<file path="src/inc/fps_defs.svh">
/*
 Timing counts, command codes and status bit positions for the
 flash program/erase sequencer. Assumes a 100 MHz system clock.
*/
`ifndef FPS_DEFS_SVH
`define FPS_DEFS_SVH
`define FPS_CLK_MHZ 100
`define FPS_TMO_US 100
`define FPS_TMO_PCT 20
`define FPS_TMO_CYC (`FPS_TMO_US * `FPS_CLK_MHZ)
`define FPS_TMO_MAX_CYC ((`FPS_TMO_CYC * (100 + `FPS_TMO_PCT)) / 100)
`define FPS_SUSP_NS 100
`define FPS_SUSP_CYC ((`FPS_SUSP_NS * `FPS_CLK_MHZ + 999) / 1000)
`define FPS_PROT_US 100
`define FPS_PROT_CYC (`FPS_PROT_US * `FPS_CLK_MHZ)
`define FPS_OP_CYC 64
`define FPS_ERASE_TRIES 4
`define FPS_CMD_AA 8'haa
`define FPS_CMD_55 8'h55
`define FPS_CMD_PROG 8'ha0
`define FPS_CMD_ERSU 8'h80
`define FPS_CMD_SERA 8'h30
`define FPS_CMD_BULK 8'h10
`define FPS_CMD_BYP 8'h20
`define FPS_CMD_BYPX 8'h90
`define FPS_CMD_BYPX2 8'h00
`define FPS_CMD_SUSP 8'hb0
`define FPS_CMD_RST 8'hf0
`define FPS_ADR_555 12'h555
`define FPS_ADR_AAA 12'haaa
`define FPS_BIT_POLL 7
`define FPS_BIT_TOG 6
`define FPS_BIT_ERR 5
`define FPS_BIT_TMO 3
`define FPS_ERASED 8'hff
`define FPS_ZERO 8'h00
`endif

</file>
<file path="src/inc/fps_pkg.sv">
/*
 Types for the flash program/erase sequencer.
 Assumes fps_defs.svh holds all numeric constants.
*/
package fps_pkg;
  typedef enum logic [7:0] {
    FPS_IDLE = 8'h01,
    FPS_PROG = 8'h02,
    FPS_TMO = 8'h04,
    FPS_ERASE = 8'h08,
    FPS_SUSP = 8'h10,
    FPS_BULK = 8'h20,
    FPS_ERR = 8'h40,
    FPS_PROT = 8'h80
  } fps_op_e;
  typedef logic [7:0] fps_byte_t;
endpackage

</file>
<file path="src/rtl/fps_sequencer.sv">
/*
 Flash program/erase command sequencer with status flags and
 sector write protection. Assumes the array model outside does
 the cell work: it takes program/erase requests and reports fail.
*/
`timescale 1ns/1ps
`default_nettype none
`include "fps_defs.svh"
module fps_sequencer (
  // Clock and reset
  input wire logic sys_clk,
  input wire logic rst,
  // Processor bus cycle
  input wire logic wrStb,
  input wire logic rdStb,
  input wire logic [11:0] busAddr,
  input wire logic [7:0] wrData,
  input wire logic [11:0] sectorSelects,
  input wire logic [7:0] arrayData,
  output logic [7:0] rdData,
  // Protection register, read-only from the core
  input wire logic [11:0] sectorProtect,
  output logic [7:0] sectorWriteProtectStatus,
  // Array operation requests
  output logic progReq,
  output logic [7:0] progData,
  output logic [11:0] eraseSectors,
  output logic eraseReq,
  output logic bulkReq,
  output logic bulkFill,
  output logic [11:0] invalidSectors,
  input wire logic opFail,
  // Completion
  output logic readyBusyOutput
);
  fps_pkg::fps_op_e op_q;
  logic [2:0] stage;
  logic bypass_q;
  logic bypProg_q;
  logic bypExit_q;
  logic toggle_q;
  logic errFlag_q;
  logic tmoFlag_q;
  logic [7:0] polData_q;
  logic [1:0] tries_q;
  logic tLoad;
  logic [14:0] tCount;
  logic tDone;
  logic opLoad;
  logic opDone;
  logic selAny;
  logic unlocked;
  logic prefClear;
  logic selProt;
  assign selAny = |sectorSelects;
  assign unlocked = stage == 3'd2;
  assign selProt = |(sectorSelects & sectorProtect);

  fps_cmd_decode uDec (
    .sys_clk(sys_clk),
    .rst(rst),
    .wrStb(wrStb && op_q == fps_pkg::FPS_IDLE && !bypass_q),
    .wrAddr(busAddr),
    .wrData(wrData),
    .clear(prefClear),
    .stage(stage)
  );
  // Window timer: erase time-out, suspend latency, protect toggle
  fps_timer uWin (
    .sys_clk(sys_clk),
    .rst(rst),
    .load(tLoad),
    .count(tCount),
    .run(1'b1),
    .done(tDone)
  );
  // Internal operation length timer
  fps_timer uOp (
    .sys_clk(sys_clk),
    .rst(rst),
    .load(opLoad),
    .count(15'(`FPS_OP_CYC)),
    .run(1'b1),
    .done(opDone)
  );

  wire isSusp = wrStb && selAny && wrData == `FPS_CMD_SUSP;
  wire isRes = wrStb && selAny && wrData == `FPS_CMD_SERA;
  wire isRst = wrStb && wrData == `FPS_CMD_RST;
  wire eraseCmd = wrStb && stage == 3'd5 && wrData == `FPS_CMD_SERA;
  wire bulkCmd = wrStb && stage == 3'd5 && wrData == `FPS_CMD_BULK &&
    busAddr == `FPS_ADR_555;
  wire progCmd = wrStb && unlocked && wrData == `FPS_CMD_PROG &&
    busAddr == `FPS_ADR_555;
  wire bypCmd = wrStb && unlocked && wrData == `FPS_CMD_BYP &&
    busAddr == `FPS_ADR_555;
  wire bypData = wrStb && bypass_q && bypProg_q;
  logic progArm_q;
  wire progWrite = (wrStb && progArm_q && op_q == fps_pkg::FPS_IDLE) ||
    bypData;

  // Prefix decoder restarts on a decoded erase, bulk, program, bypass or reset command
  assign prefClear = eraseCmd || bulkCmd || progCmd || bypCmd || isRst;

  // Standard program: A0h arms the next write as data
  always_ff @(posedge sys_clk or posedge rst) begin
    if (rst) begin
      progArm_q <= 1'b0;
    end else if (wrStb) begin
      progArm_q <= progCmd;
    end
  end

  // Unlock-bypass mode entry, program and exit
  always_ff @(posedge sys_clk or posedge rst) begin
    if (rst) begin
      bypass_q <= 1'b0;
      bypProg_q <= 1'b0;
      bypExit_q <= 1'b0;
    end else if (wrStb && op_q == fps_pkg::FPS_IDLE) begin
      if (!bypass_q) begin
        bypass_q <= bypCmd;
      end else if (bypProg_q) begin
        bypProg_q <= 1'b0;
      end else if (bypExit_q) begin
        bypExit_q <= 1'b0;
        if (wrData == `FPS_CMD_BYPX2) begin
          bypass_q <= 1'b0;
        end
      end else begin
        // Anything else is invalid and dropped
        bypProg_q <= wrData == `FPS_CMD_PROG;
        bypExit_q <= wrData == `FPS_CMD_BYPX;
      end
    end
  end

  // Operation state machine
  always_ff @(posedge sys_clk or posedge rst) begin
    if (rst) begin
      op_q <= fps_pkg::FPS_IDLE;
      eraseSectors <= 12'h000;
      invalidSectors <= 12'h000;
      tries_q <= 2'd0;
    end else begin
      case (op_q)
        fps_pkg::FPS_IDLE: begin
          if (progWrite && !selProt && selAny) begin
            op_q <= fps_pkg::FPS_PROG;
          end else if (eraseCmd) begin
            eraseSectors <= sectorSelects & ~sectorProtect;
            op_q <= fps_pkg::FPS_TMO;
          end else if (bulkCmd) begin
            tries_q <= 2'd0;
            eraseSectors <= ~sectorProtect;
            op_q <= fps_pkg::FPS_BULK;
          end
        end
        fps_pkg::FPS_PROG: begin
          if (opDone) begin
            op_q <= opFail ? fps_pkg::FPS_ERR : fps_pkg::FPS_IDLE;
          end
        end
        fps_pkg::FPS_TMO: begin
          if (wrStb && wrData == `FPS_CMD_SERA) begin
            eraseSectors <= eraseSectors |
              (sectorSelects & ~sectorProtect);
          end else if (isSusp) begin
            op_q <= fps_pkg::FPS_SUSP;
          end else if (wrStb) begin
            eraseSectors <= 12'h000;
            op_q <= fps_pkg::FPS_IDLE;
          end else if (tDone) begin
            op_q <= eraseSectors == 12'h000 ? fps_pkg::FPS_PROT
                                             : fps_pkg::FPS_ERASE;
          end
        end
        fps_pkg::FPS_ERASE: begin
          if (isRst) begin
            invalidSectors <= invalidSectors | eraseSectors;
            op_q <= fps_pkg::FPS_IDLE;
          end else if (isSusp) begin
            op_q <= fps_pkg::FPS_SUSP;
          end else if (opDone) begin
            invalidSectors <= invalidSectors & ~eraseSectors;
            op_q <= opFail ? fps_pkg::FPS_ERR : fps_pkg::FPS_IDLE;
          end
        end
        fps_pkg::FPS_SUSP: begin
          if (isRes) begin
            op_q <= fps_pkg::FPS_ERASE;
          end else if (isRst) begin
            invalidSectors <= invalidSectors | eraseSectors;
            op_q <= fps_pkg::FPS_IDLE;
          end
        end
        fps_pkg::FPS_BULK: begin
          // Fill with 00h, then erase; retry on fail
          if (opDone) begin
            if (!opFail) begin
              op_q <= fps_pkg::FPS_IDLE;
            end else if (tries_q == 2'(`FPS_ERASE_TRIES - 1)) begin
              op_q <= fps_pkg::FPS_ERR;
            end else begin
              tries_q <= tries_q + 2'd1;
            end
          end
        end
        fps_pkg::FPS_ERR: begin
          if (isRst) begin
            op_q <= fps_pkg::FPS_IDLE;
          end
        end
        fps_pkg::FPS_PROT: begin
          if (tDone) begin
            op_q <= fps_pkg::FPS_IDLE;
          end
        end
        default: op_q <= fps_pkg::FPS_IDLE;
      endcase
    end
  end

  // Timer loads from cycle counts
  always_comb begin
    tLoad = 1'b0;
    tCount = 15'(`FPS_TMO_CYC);
    if ((op_q == fps_pkg::FPS_IDLE && eraseCmd) ||
        (op_q == fps_pkg::FPS_TMO && wrStb && wrData == `FPS_CMD_SERA)) begin
      tLoad = 1'b1;
    end else if (op_q == fps_pkg::FPS_TMO && tDone) begin
      tLoad = 1'b1;
      tCount = 15'(`FPS_PROT_CYC);
    end else if (isSusp && (op_q == fps_pkg::FPS_ERASE ||
                           op_q == fps_pkg::FPS_TMO)) begin
      tLoad = 1'b1;
      tCount = 15'(`FPS_SUSP_CYC);
    end
  end
  assign opLoad = (op_q == fps_pkg::FPS_IDLE && (progWrite || bulkCmd)) ||
    (op_q == fps_pkg::FPS_TMO && tDone) ||
    (op_q == fps_pkg::FPS_SUSP && isRes) ||
    (op_q == fps_pkg::FPS_BULK && opDone);

  // Suspend latency: toggling continues until timer expiry
  logic suspSettle_q;
  always_ff @(posedge sys_clk or posedge rst) begin
    if (rst) begin
      suspSettle_q <= 1'b0;
    end else if (op_q != fps_pkg::FPS_SUSP) begin
      suspSettle_q <= isSusp;
    end else if (tDone) begin
      suspSettle_q <= 1'b0;
    end
  end
  wire busy = op_q == fps_pkg::FPS_PROG || op_q == fps_pkg::FPS_TMO ||
    op_q == fps_pkg::FPS_ERASE || op_q == fps_pkg::FPS_BULK ||
    op_q == fps_pkg::FPS_PROT || suspSettle_q;

  // Toggle inverts on each read while busy
  always_ff @(posedge sys_clk or posedge rst) begin
    if (rst) begin
      toggle_q <= 1'b0;
    end else if (rdStb && selAny && busy) begin
      toggle_q <= ~toggle_q;
    end
  end
  // Error flag sticky until reset-flash
  always_ff @(posedge sys_clk or posedge rst) begin
    if (rst) begin
      errFlag_q <= 1'b0;
    end else if (opDone && opFail && op_q != fps_pkg::FPS_BULK) begin
      errFlag_q <= 1'b1;
    end else if (op_q == fps_pkg::FPS_BULK && opDone && opFail &&
                 tries_q == 2'(`FPS_ERASE_TRIES - 1)) begin
      errFlag_q <= 1'b1;
    end else if (isRst && op_q == fps_pkg::FPS_ERR) begin
      errFlag_q <= 1'b0;
    end
  end
  // Time-out flag 0 in window, 1 after
  always_ff @(posedge sys_clk or posedge rst) begin
    if (rst) begin
      tmoFlag_q <= 1'b1;
    end else if (op_q == fps_pkg::FPS_IDLE && eraseCmd) begin
      tmoFlag_q <= 1'b0;
    end else if (op_q == fps_pkg::FPS_TMO && (tDone || isSusp)) begin
      tmoFlag_q <= 1'b1;
    end
  end
  // Data captured for polling
  always_ff @(posedge sys_clk or posedge rst) begin
    if (rst) begin
      polData_q <= `FPS_ERASED;
    end else if (op_q == fps_pkg::FPS_IDLE && progWrite) begin
      polData_q <= wrData;
    end else if (op_q == fps_pkg::FPS_IDLE && (eraseCmd || bulkCmd)) begin
      polData_q <= `FPS_ERASED;
    end
  end
  // Array request outputs, registered
  always_ff @(posedge sys_clk or posedge rst) begin
    if (rst) begin
      progReq <= 1'b0;
      progData <= `FPS_ERASED;
      eraseReq <= 1'b0;
      bulkReq <= 1'b0;
      bulkFill <= 1'b0;
    end else begin
      progReq <= op_q == fps_pkg::FPS_IDLE && progWrite && !selProt && selAny;
      progData <= arrayData & wrData;
      eraseReq <= op_q == fps_pkg::FPS_ERASE;
      bulkReq <= op_q == fps_pkg::FPS_BULK;
      bulkFill <= op_q == fps_pkg::FPS_IDLE && bulkCmd;
    end
  end
  // Status and read data
  always_ff @(posedge sys_clk or posedge rst) begin
    if (rst) begin
      rdData <= `FPS_ZERO;
    end else if (busy || op_q == fps_pkg::FPS_ERR) begin
      rdData <= `FPS_ZERO;
      rdData[`FPS_BIT_POLL] <= ~polData_q[`FPS_BIT_POLL];
      rdData[`FPS_BIT_TOG] <= toggle_q ^ (rdStb && selAny && busy);
      rdData[`FPS_BIT_ERR] <= errFlag_q;
      rdData[`FPS_BIT_TMO] <= tmoFlag_q;
    end else if (|(sectorSelects & invalidSectors) ||
                 (op_q == fps_pkg::FPS_SUSP &&
                  |(sectorSelects & eraseSectors))) begin
      rdData <= ~arrayData;
    end else begin
      rdData <= arrayData;
    end
  end
  // Read-only protection view and ready/busy
  always_ff @(posedge sys_clk or posedge rst) begin
    if (rst) begin
      sectorWriteProtectStatus <= `FPS_ZERO;
      readyBusyOutput <= 1'b1;
    end else begin
      sectorWriteProtectStatus <= sectorProtect[7:0];
      readyBusyOutput <= !busy;
    end
  end
endmodule // fps_sequencer
`default_nettype wire

</file>
<file path="src/rtl/fps_timer.sv">
/*
 Down counter that pulses done when a loaded count runs out.
 Assumes a single system clock and async active-high reset.
*/
`timescale 1ns/1ps
`default_nettype none
`include "fps_defs.svh"
module fps_timer (
  // Clock and reset
  input wire logic sys_clk,
  input wire logic rst,
  // Control
  input wire logic load,
  input wire logic [14:0] count,
  input wire logic run,
  // Status
  output logic done
);
  logic [14:0] cnt_q;
  always_ff @(posedge sys_clk or posedge rst) begin
    if (rst) begin
      cnt_q <= 15'h0000;
    end else if (load) begin
      cnt_q <= count;
    end else if (run && cnt_q != 15'h0000) begin
      cnt_q <= cnt_q - 15'h0001;
    end
  end
  always_ff @(posedge sys_clk or posedge rst) begin
    if (rst) begin
      done <= 1'b0;
    end else begin
      done <= run && !load && cnt_q == 15'h0001;
    end
  end
endmodule // fps_timer
`default_nettype wire

</file>
<file path="src/rtl/fps_cmd_decode.sv">
/*
 Unlock-prefix tracker: counts matching AA/555, 55/AAA cycles.
 Assumes one write pulse per bus write cycle.
*/
`timescale 1ns/1ps
`default_nettype none
`include "fps_defs.svh"
module fps_cmd_decode (
  // Clock and reset
  input wire logic sys_clk,
  input wire logic rst,
  // Write cycle
  input wire logic wrStb,
  input wire logic [11:0] wrAddr,
  input wire logic [7:0] wrData,
  input wire logic clear,
  // Prefix state
  output logic [2:0] stage
);
  // stage: 0 none, 1 AA, 2 AA55, 3 AA55-80, 4 +AA, 5 +55
  always_ff @(posedge sys_clk or posedge rst) begin
    if (rst) begin
      stage <= 3'd0;
    end else if (clear) begin
      stage <= 3'd0;
    end else if (wrStb) begin
      if ((stage == 3'd0 || stage == 3'd3) && wrData == `FPS_CMD_AA &&
          wrAddr == `FPS_ADR_555) begin
        stage <= stage + 3'd1;
      end else if ((stage == 3'd1 || stage == 3'd4) &&
                   wrData == `FPS_CMD_55 && wrAddr == `FPS_ADR_AAA) begin
        stage <= stage + 3'd1;
      end else if (stage == 3'd2 && wrData == `FPS_CMD_ERSU &&
                   wrAddr == `FPS_ADR_555) begin
        stage <= 3'd3;
      end else begin
        stage <= 3'd0;
      end
    end
  end
endmodule // fps_cmd_decode
`default_nettype wire

</file>
<file path="config.mk">
export PLATFORM = sky130hd
export DESIGN_NAME = fps_sequencer
export DESIGN_NICKNAME = d
export VERILOG_FILES = /design/src/inc/fps_pkg.sv /design/src/rtl/fps_sequencer.sv /design/src/rtl/fps_timer.sv /design/src/rtl/fps_cmd_decode.sv
export VERILOG_INCLUDE_DIRS = /design/src /design/src/inc
export SDC_FILE = /design/constraint.sdc
export NUM_CORES = 1
export LEC_CHECK = 0
export BUFFER_PORTS_ARGS = -buffer_cell sky130_fd_sc_hd__buf_2
export CAP_MARGIN = 20
export CORE_MARGIN = 3
export CORE_UTILIZATION = 55
export DETAILED_ROUTE_END_ITERATION = 16
export GPL_TIMING_DRIVEN = 0
export PLACE_DENSITY = 0.85
export SLEW_MARGIN = 10
export SYNTH_ARGS = -nofsm -noshare
export SYNTH_HDL_FRONTEND = slang
export SYNTH_SLANG_ARGS = --single-unit
</file>
<file path="constraint.sdc">
create_clock -name sys_clk -period 6.8 [get_ports sys_clk]
set_input_delay 0.34 -clock sys_clk [delete_from_list [all_inputs] [get_ports sys_clk]]
set_output_delay 0.34 -clock sys_clk [all_outputs]
set_load 0.005 [all_outputs]
</file>
==> flow_metrics.tcl, run 1 <==
set metrics [dict create \
    yosys_register_bits 107 \
    synth_warnings 0 \
    path_class "reg2reg" \
    grt_pass1_wl_mm 25.2 \
    num_vias 5232 \
    tightestPinTransition_ns 0.771 \
    layout_min_cycle_time_ns 3.02 \
    crit_path_max_fanout 10 \
    power_density_mw_per_mm2 204 \
    postCtsSetupBuffers 0 \
    grt_max_degree 62 \
    io_buffers 109 \
    drive_above_1_share_pct 23.4 \
    via_per_inst 6.21 \
    synth_top_area_share_pct 42.0 \
    syn_to_final_growth_pct 16.9 \
    cts.repair.resized 0 \
    setup_viol 0 \
    place.gp.congestion 1.01 \
    pwr-share-comb_pct 14.0 \
    synth_async_sr_flop_share_pct 100 \
    ant_nets 0 \
    drv_slew 0 \
    endpoint_kind "flop" \
    final.setup.tns_ns 0 \
    start_kind "flop" \
    post_drt_wl_per_cell_microns 18.1 \
    htreeDepth 3 \
    cts-buffers-inserted 9 \
    pwr-share-seq_pct 54.7 \
    drt-total-wl_mm 15.2 \
    netlist_area_sq_mm 0.00566 \
    synthTopCellsByCount "95 x dfrtp_1, 53 x nor2_1, 43 x nand2_1" \
    post-synth-top-count-cell "dfrtp_1" \
    chipWidth_microns 107 \
    clock_power_share_pct 31.2 \
    synth_ff_type "dfrtp_1" \
    synth_edf_count 0 \
    clock_sinks 107 \
    vdd_ir_drop_max_mv 0.158 \
    fp.coreArea_sq_mm 0.00986 \
    ctsRootBufferMaster "clkbuf_8" \
    p_switching_uw 372 \
    p_leak_nw 3.16 \
    yosysTopAreaCell "dfrtp_1" \
    cts.path.max_buffers 2 \
    ctsHoldBuffers 0 \
    start_util_pct 57.3 \
    hold_violations 0 \
    worstPathRequired_ns 7.05 \
    rsz0062_at_grt "false" \
    first_pass_iters 5 \
    syn_area_per_cell_sq_um 9.70 \
    clk_pin_slew_ns 0.10 \
    finalCritPeriodShare_pct 44.5 \
    dp.final_hpwl_mm 11.3 \
    status "complete, no violations" \
    fin_worst_skew_ns 0.0119 \
    swShare_pct 27.5 \
    rows 36 \
    ys_top_cells_by_area "dfrtp_1 42%, dfstp_2 5.6%, a21oi_1 3.7%" \
    synth_seq_area_share_pct 47.6 \
    drv_cap 0 \
    max_freq_ghz 0.331 \
    dieArea_sq_mm 0.0115 \
    cts_tree "built" \
    io_pins 110 \
    track_usage_pct 27.2 \
    hold_path_class "in2async" \
    fin_nets 771 \
    antenna_found_initial 0 \
    total_power_mw 1.35 \
    grt_pass1_vias 5237 \
    overflow 0 \
    drcViolationCount 0 \
    slew_headroom_pct 48.1 \
    clk_latency_ns 0.39 \
    die_height_microns 107 \
    synthesis.nets 650 \
    syn-instance-count 583 \
    drt_iter0_markers 621 \
    diodes 0 \
    p_int_uw 980 \
    arrival_ns 3.27 \
    synth_cell_types 67 \
]
final cells by class:
cell class | instances | area [sq um]
buffer | 22 | 106
clock buffer | 9 | 124
clock inverter | 7 | 92.6
fill | 774 | 3250
inverter | 20 | 77.6
multi-input combinational | 434 | 2780
sequential | 107 | 2690
tap | 133 | 166
timing repair buffer | 110 | 573
metrics by stage:
step	hold WS [ns]	util, %	worst slack [ns]	cells	instance area, sq um
2_1_floorplan	0.371	-	3.66	583	5660
3_3_place_gp	0.461	64.6	2.59	825	6370
3_5_place_dp	0.456	64.9	3.82	826	6400
4_1_cts	0.0715	67.1	3.79	842	6620
5_1_grt	0.0715	67.1	3.59	842	6620
6_report	0.0903	67.1	3.78	842	6620
layer usage:
metal  part of all wire (%)  vias to the layer above  global-route usage (%)
li1                       -                     2373                       -
met1                     41                     2544                    36.2
met2                     49                      278                    44.1
met3                    8.1                       37                    6.18
met5                      0                        -                       0
met4                    1.8                        0                    9.02
placed cells by master (no fill, tap or decap), types with 3 or more instances in the layout:
cell type	count
buf_2	116
a22o_1	6
nand3b_1	4
nand2_1	43
nor3_1	22
xnor2_1	24
o211ai_1	5
a31oi_1	3
a221oi_1	7
inv_1	19
nand4_1	9
nor4bb_1	6
dfstp_2	12
a21o_1	12
clkbuf_8	9
nand4b_1	4
a211oi_1	13
xor2_1	7
a21oi_1	42
dfrtp_1	95
or4_1	3
ha_1	10
nor2_1	53
clkinvlp_4	3
nand3_1	16
mux2_2	3
o21ai_0	21
and2_1	12
mux2i_1	5
nor2b_1	8
o21a_1	4
a22oi_1	6
o31ai_1	3
nand2b_1	7
or3_1	8
nor4_1	19
clkbuf_1	13
and3_1	15
final timing paths:
check / slack [ns] / cells after the start / start / end
setup / recovery: 3.78 / 7 / op_q[5] / flop
hold / removal: 0.09 / 2 / rst / sectorWriteProtectStatus[3]
setup reg to reg: 3.78 / 7 / op_q[5] / flop
hold reg to reg: 0.48 / 1 / toggle_q / toggle_q
max in group asynchronous: 6.03 / 3 / rst / uWin.cnt_q[4]
min in group sys_clk: 0.09 / 1 / sectorProtect[3] / sectorWriteProtectStatus[3]
critical path: stages, from the launching register on:
cell      delay, ns
dfrtp_1        0.47
nor4_1         0.56
buf_2          0.30
nand3_1        0.25
nor3_1         0.50
and3_1         0.28
clkbuf_1       0.39
a21oi_1        0.15
power by group through the flow:
stage	clock network [mW]	registers, mW	logic (mW)
floorplan	0	0.741	0.123
CTS	0.430	0.739	0.190
finish	0.422	0.740	0.190
global placement	0	0.746	0.176
global route	0.457	0.747	0.216
detailed placement	0	0.750	0.187
cell families (layout without fill, tap and decap cells):
group	count (synthesis)	count (layout)	synth area share [%]
AOI/OAI and AO/OA	141	141	16.8
xor gates and xnor gates	31	31	4.80
adders and majority gates	10	10	2.21
buffers and inverters	42	168	3.21
DFF	107	107	47.6
muxes	9	9	1.75
and+or+nand+nor	243	243	23.6
No activity file was read; power rests on OpenSTA's default activity.
==> inputs of run 2 (changes only) <==
==> constraint.sdc (replaced) <==
create_clock -name sys_clk -period 3 [get_ports sys_clk]
set_input_delay 0.15 -clock sys_clk [delete_from_list [all_inputs] [get_ports sys_clk]]
set_output_delay 0.15 -clock sys_clk [all_outputs]
set_load 0.005 [all_outputs]
==> run 2 against run 1 <==
Effect of this change:
- first-iteration DRC count rose by 4.5%
- count of clock-buffer cells in the layout unchanged
- sequential share of layout area is 0.73 points lower
- cell area grew 1.8%
==> flow_metrics.tcl, run 2 (synthesis results as in run 1) <==
set metrics [dict create \
    layout_min_cycle_time_ns 2.76 \
    final.setup.tns_ns 0 \
    fp.coreArea_sq_mm 0.00986 \
    diodes 0 \
    hold_path_class "in2reg" \
    cts_tree "built" \
    vdd_ir_drop_max_mv 0.358 \
    first_pass_iters 5 \
    dp.final_hpwl_mm 11.3 \
    ant_nets 0 \
    clk_pin_slew_ns 0.10 \
    hold_slack_ns 0.0124 \
    syn_to_final_growth_pct 19.1 \
    crit_path_max_fanout 10 \
    setup_viol 0 \
    postCtsSetupBuffers 0 \
    worstPathCellList "nor4_2 > buf_2 > nand3_1 > nor3_2 > and3_1 > clkbuf_1 > a21oi_1" \
    htreeDepth 3 \
    worstPathRequired_ns 3.25 \
    finalCritPeriodShare_pct 91.9 \
    track_usage_pct 27.5 \
    status "complete, no violations" \
    cts-buffers-inserted 9 \
    drt_iter0_markers 649 \
    via_per_inst 6.22 \
    hold_violations 0 \
    fin_worst_skew_ns 0.0129 \
    drt-total-wl_mm 15.4 \
    ctsRootBufferMaster "clkbuf_8" \
    power_density_mw_per_mm2 457 \
    start_util_pct 57.3 \
    endpoint_kind "flop" \
    die_height_microns 107 \
    final_common_cell "buf_2" \
    p_leak_nw 3.21 \
    grt_use_met1_pct 36.1 \
    place_area_sq_mm 0.00640 \
    fin_nets 782 \
    grt_pass1_vias 5325 \
    max_freq_ghz 0.363 \
    drcViolationCount 0 \
    overflow 0 \
    chipWidth_microns 107 \
    path_class "reg2reg" \
    slowest_stage "dfrtp_1" \
    drv_slew 0 \
    rsz0062_at_grt "false" \
    arrival_ns 3.00 \
    rows 36 \
    busiest_layer "met2" \
    cts.path.max_buffers 2 \
    tightestPinTransition_ns 0.776 \
    grt_max_degree 62 \
    crit_buf_inv 2 \
    start_kind "flop" \
    final_cell_mix "116 x buf_2, 95 x dfrtp_1, 53 x nor2_1, 43 x nand2_1, 42 x a21oi_1" \
    clock_sinks 107 \
    slowest_delay_ns 0.47 \
    place.gp.congestion 1.01 \
    num_vias 5309 \
    clk_latency_ns 0.39 \
    grt_util_met3_pct 6.48 \
    slew_headroom_pct 47.8 \
    drv_cap 0 \
    drive_above_1_share_pct 23.3 \
    post_drt_wl_per_cell_microns 18.1 \
    io_pins 110 \
    antenna_found_initial 0 \
    cp_top_family "simple AND/OR/NAND/NOR gates" \
    dieArea_sq_mm 0.0115 \
    io_buffers 109 \
    grt_pass1_wl_mm 25.5 \
    met2_usage_pct 44.8 \
    fin_area_sq_mm 0.00674 \
]
run 2: cell count changes in the layout (fill, tap and decap cells not counted), sizes merged:
cell,change
dlygate4sd3,+11
run 2: power breakdown:
group          total, mW  internal [mW]  switching (mW)  leakage (nW)
combinational      0.442          0.197           0.244          1.78
sequential          1.68           1.57           0.111          1.33
clock              0.959          0.466           0.493         0.101
run 2: repair_timing:
item | 4_1_cts | 5_1_grt
hold buffers | 11 | 0
resized for setup | 1 | 1
setup endpoints to repair | 2 | 10
endpoints found under the hold margin | 58 | 0
run 2: final cells by class:
| class | count | area [sq um] |
|---|---|---|
| Inverter | 20 | 77.6 |
| Multi-Input combinational cell | 434 | 2790 |
| Sequential cell | 107 | 2690 |
| Fill cell | 751 | 3130 |
| Tap cell | 133 | 166 |
| Clock inverter | 7 | 92.6 |
| Timing Repair Buffer | 121 | 683 |
| Clock buffer | 9 | 124 |
| Buffer | 22 | 106 |
run 2: metrics by stage:
step / total power, mW / setup slack, ns / util [%] / std cells
3_5_place_dp: 2.13 / 0.0158 / 64.9 / 826
4_1_cts: 3.09 / 0.158 / 68.2 / 853
2_1_floorplan: 1.96 / 0.0526 / - / 583
6_report: 3.08 / 0.242 / 68.3 / 853
5_1_grt: 3.23 / 0.111 / 68.3 / 853
3_3_place_gp: 2.09 / -1.02 / 64.6 / 825
run 2: final timing paths:
path	from	end	slack, ns	cells after the start
setup reg to reg	op_q[5]	flop	0.24	7
setup / recovery	op_q[5]	flop	0.24	7
hold / removal	arrayData[1]	progData[1]	0.01	2
hold reg to reg	toggle_q	toggle_q	0.47	1
max in group asynchronous	rst	bypProg_q	1.87	4
min in group asynchronous	rst	sectorWriteProtectStatus[4]	0.45	3
run 2: worst reg2reg max path, cell delays in order, from the launching register on:
cell	delay, ns
dfrtp_1	0.47
nor4_2	0.45
buf_2	0.27
nand3_1	0.27
nor3_2	0.35
and3_1	0.25
clkbuf_1	0.41
a21oi_1	0.16
run 2: routing by layer:
layer / up-vias / share of wire, %
met5: - / 0
met4: 0 / 2.1
met3: 43 / 8.4
met2: 296 / 49
met1: 2576 / 40
li1: 2394 / -
==> inputs of run 3 (changes only) <==
--- a/config.mk
+++ b/config.mk
@@ -13,7 +13,7 @@
 export DETAILED_ROUTE_END_ITERATION = 16
 export GPL_TIMING_DRIVEN = 0
 export PLACE_DENSITY = 0.85
-export SLEW_MARGIN = 10
+export SLEW_MARGIN = 20
 export SYNTH_ARGS = -nofsm -noshare
 export SYNTH_HDL_FRONTEND = slang
 export SYNTH_SLANG_ARGS = --single-unit
==> constraint.sdc (replaced) <==
create_clock -name sys_clk -period 3 [get_ports sys_clk]
set_input_delay 0.3 -clock sys_clk [delete_from_list [all_inputs] [get_ports sys_clk]]
set_output_delay 0.3 -clock sys_clk [all_outputs]
set_load 0.005 [all_outputs]
==> run 3 against run 2 <==
Effect of this change:
- via count down 3.5%
- clock skew shrank 0.0025 ns
- setup slack better by 0.045 ns
- global-route usage is 0.55 points lower
- largest cell class unchanged
- cell area decreased by 0.69%
- critical path depth unchanged
- clock power rose by 5%
- combinational power is 2% lower
==> flow_metrics.tcl, run 3 (synthesis results as in run 1) <==
set metrics [dict create \
    status "complete, no violations" \
    drt_iter0_markers 415 \
    ant_nets 0 \
    worstRegToRegCells 7 \
    dieArea_sq_mm 0.0115 \
    io_buffers 109 \
    max_freq_ghz 0.369 \
    power_density_mw_per_mm2 466 \
    r2r-start "op_q[4]" \
    cts.path.max_buffers 2 \
    start_util_pct 57.3 \
    diodes 0 \
    drcViolationCount 0 \
    syn_to_final_growth_pct 18.3 \
    slew_headroom_pct 49.9 \
    grt_max_degree 36 \
    cts_tree "built" \
    grt_pass1_vias 5107 \
    rows 36 \
    drive_above_1_share_pct 23.9 \
    antenna_found_initial 0 \
    vdd_ir_drop_max_mv 0.363 \
    fp.coreArea_sq_mm 0.00986 \
    htreeDepth 3 \
    place.gp.congestion 0.911 \
    crit_path_max_fanout 10 \
    postCtsSetupBuffers 0 \
    layout_min_cycle_time_ns 2.71 \
    chipWidth_microns 107 \
    path_class "reg2reg" \
    drv_slew 0 \
    p_leak_nw 3.20 \
    startpoint "op_q[4]" \
    cts-buffers-inserted 9 \
    post_drt_wl_per_cell_microns 17.7 \
    clk_pin_slew_ns 0.10 \
    drt-total-wl_mm 14.9 \
    fin_nets 774 \
    place_area_sq_mm 0.00643 \
    fin_area_sq_mm 0.00669 \
    final.setup.tns_ns 0 \
    grt_pass1_wl_mm 24.7 \
    tightestPinTransition_ns 0.745 \
    rsz0062_at_grt "false" \
    io_pins 110 \
    worstPathRequired_ns 3.26 \
    overflow 0 \
    final_common_cell "buf_2" \
    dp.final_hpwl_mm 11.3 \
    final_util_pct 67.8 \
    arrival_ns 2.97 \
    via_per_inst 6.06 \
    n_fill_cell 785 \
    hold_violations 0 \
    setup_viol 0 \
    finalCritPeriodShare_pct 90.4 \
    regToRegSetupSlack_ns 0.29 \
    first_pass_iters 5 \
    drv_cap 0 \
    track_usage_pct 26.9 \
    fin_worst_skew_ns 0.0104 \
    whs_path_depth 1 \
    start_kind "flop" \
    endpoint_kind "flop" \
    clk_latency_ns 0.38 \
    hold_path_class "in2reg" \
    ctsRootBufferMaster "clkbuf_8" \
    placedCellCount 828 \
    clock_sinks 107 \
    total_power_mw 3.12 \
    final_cell_mix "116 x buf_2, 95 x dfrtp_1, 53 x nor2_1, 43 x nand2_1, 42 x a21oi_1" \
    num_vias 5121 \
    die_height_microns 107 \
    fin_cells 845 \
]
[run 3: cell count changes in the layout (fill, tap and decap cells not counted), sizes merged]
cell and change:
buf +2, inv -1, clkinvlp -1, dlygate4sd3 -10
clkbuf +2
[run 3: cell type report]
type	count	area [sq um]	area share (%)
multi-input cells	434	2790	41.8
flip-flops and latches	107	2690	40.2
repair buffers	113	616	9.20
well taps	133	166	2.49
clock buffers	11	151	2.26
plain buffers	22	106	1.59
clock inverters	5	85.1	1.27
inverters	20	78.8	1.18
[run 3: worst max-delay path, cell delays in order, from the launching register on]
cell      delay [ns]
dfrtp_1         0.44
nor4_2          0.45
buf_2           0.27
nand3_1         0.25
nor3_2          0.36
and3_1          0.26
clkbuf_1        0.41
a21oi_1         0.14
[run 3: what timing repair did]
item                                    CTS  global route
hold buffers                              1             0
resized for setup                         0             2
hold endpoints to repair                  9             0
endpoints found under the setup margin    0            10
[run 3: power breakdown]
| group | switching (mW) | internal [mW] | total [mW] | leakage, nW |
|---|---|---|---|---|
| clock | 0.488 | 0.518 | 1.01 | 0.116 |
| combinational | 0.242 | 0.192 | 0.434 | 1.75 |
| sequential | 0.111 | 1.57 | 1.68 | 1.33 |
[run 3: per-stage QoR]
| stage | hold WS, ns | worst slack [ns] |
|---|---|---|
| 2_1_floorplan | 0.331 | 0.746 |
| 3_3_place_gp | 0.446 | 0.105 |
| 3_5_place_dp | 0.278 | 0.0785 |
| 4_1_cts | 0.0479 | 0.0552 |
| 5_1_grt | 0.0470 | 0.158 |
| 6_report | 0.0635 | 0.287 |
[run 3: worst min-delay path by stage]
stage,startpoint,end
3_5_place_dp,rst,uOp.cnt_q[2]
4_1_cts,sectorProtect[3],sectorWriteProtectStatus[3]
5_1_grt,sectorProtect[3],sectorWriteProtectStatus[3]
2_1_floorplan,sectorProtect[0],sectorWriteProtectStatus[0]
6_report,sectorProtect[3],sectorWriteProtectStatus[3]
3_3_place_gp,sectorProtect[4],sectorWriteProtectStatus[4]
[run 3: layer usage]
layer | track usage (%) | wire (microns) | vias up | part of all wire, %
li1 | - | - | 2397 | -
met1 | 35.8 | 6170 | 2498 | 41
met2 | 44.7 | 7380 | 201 | 49
met3 | 5.46 | 1070 | 25 | 7.2
met4 | 8.12 | 290 | 0 | 1.9
met5 | 0 | 0 | - | 0
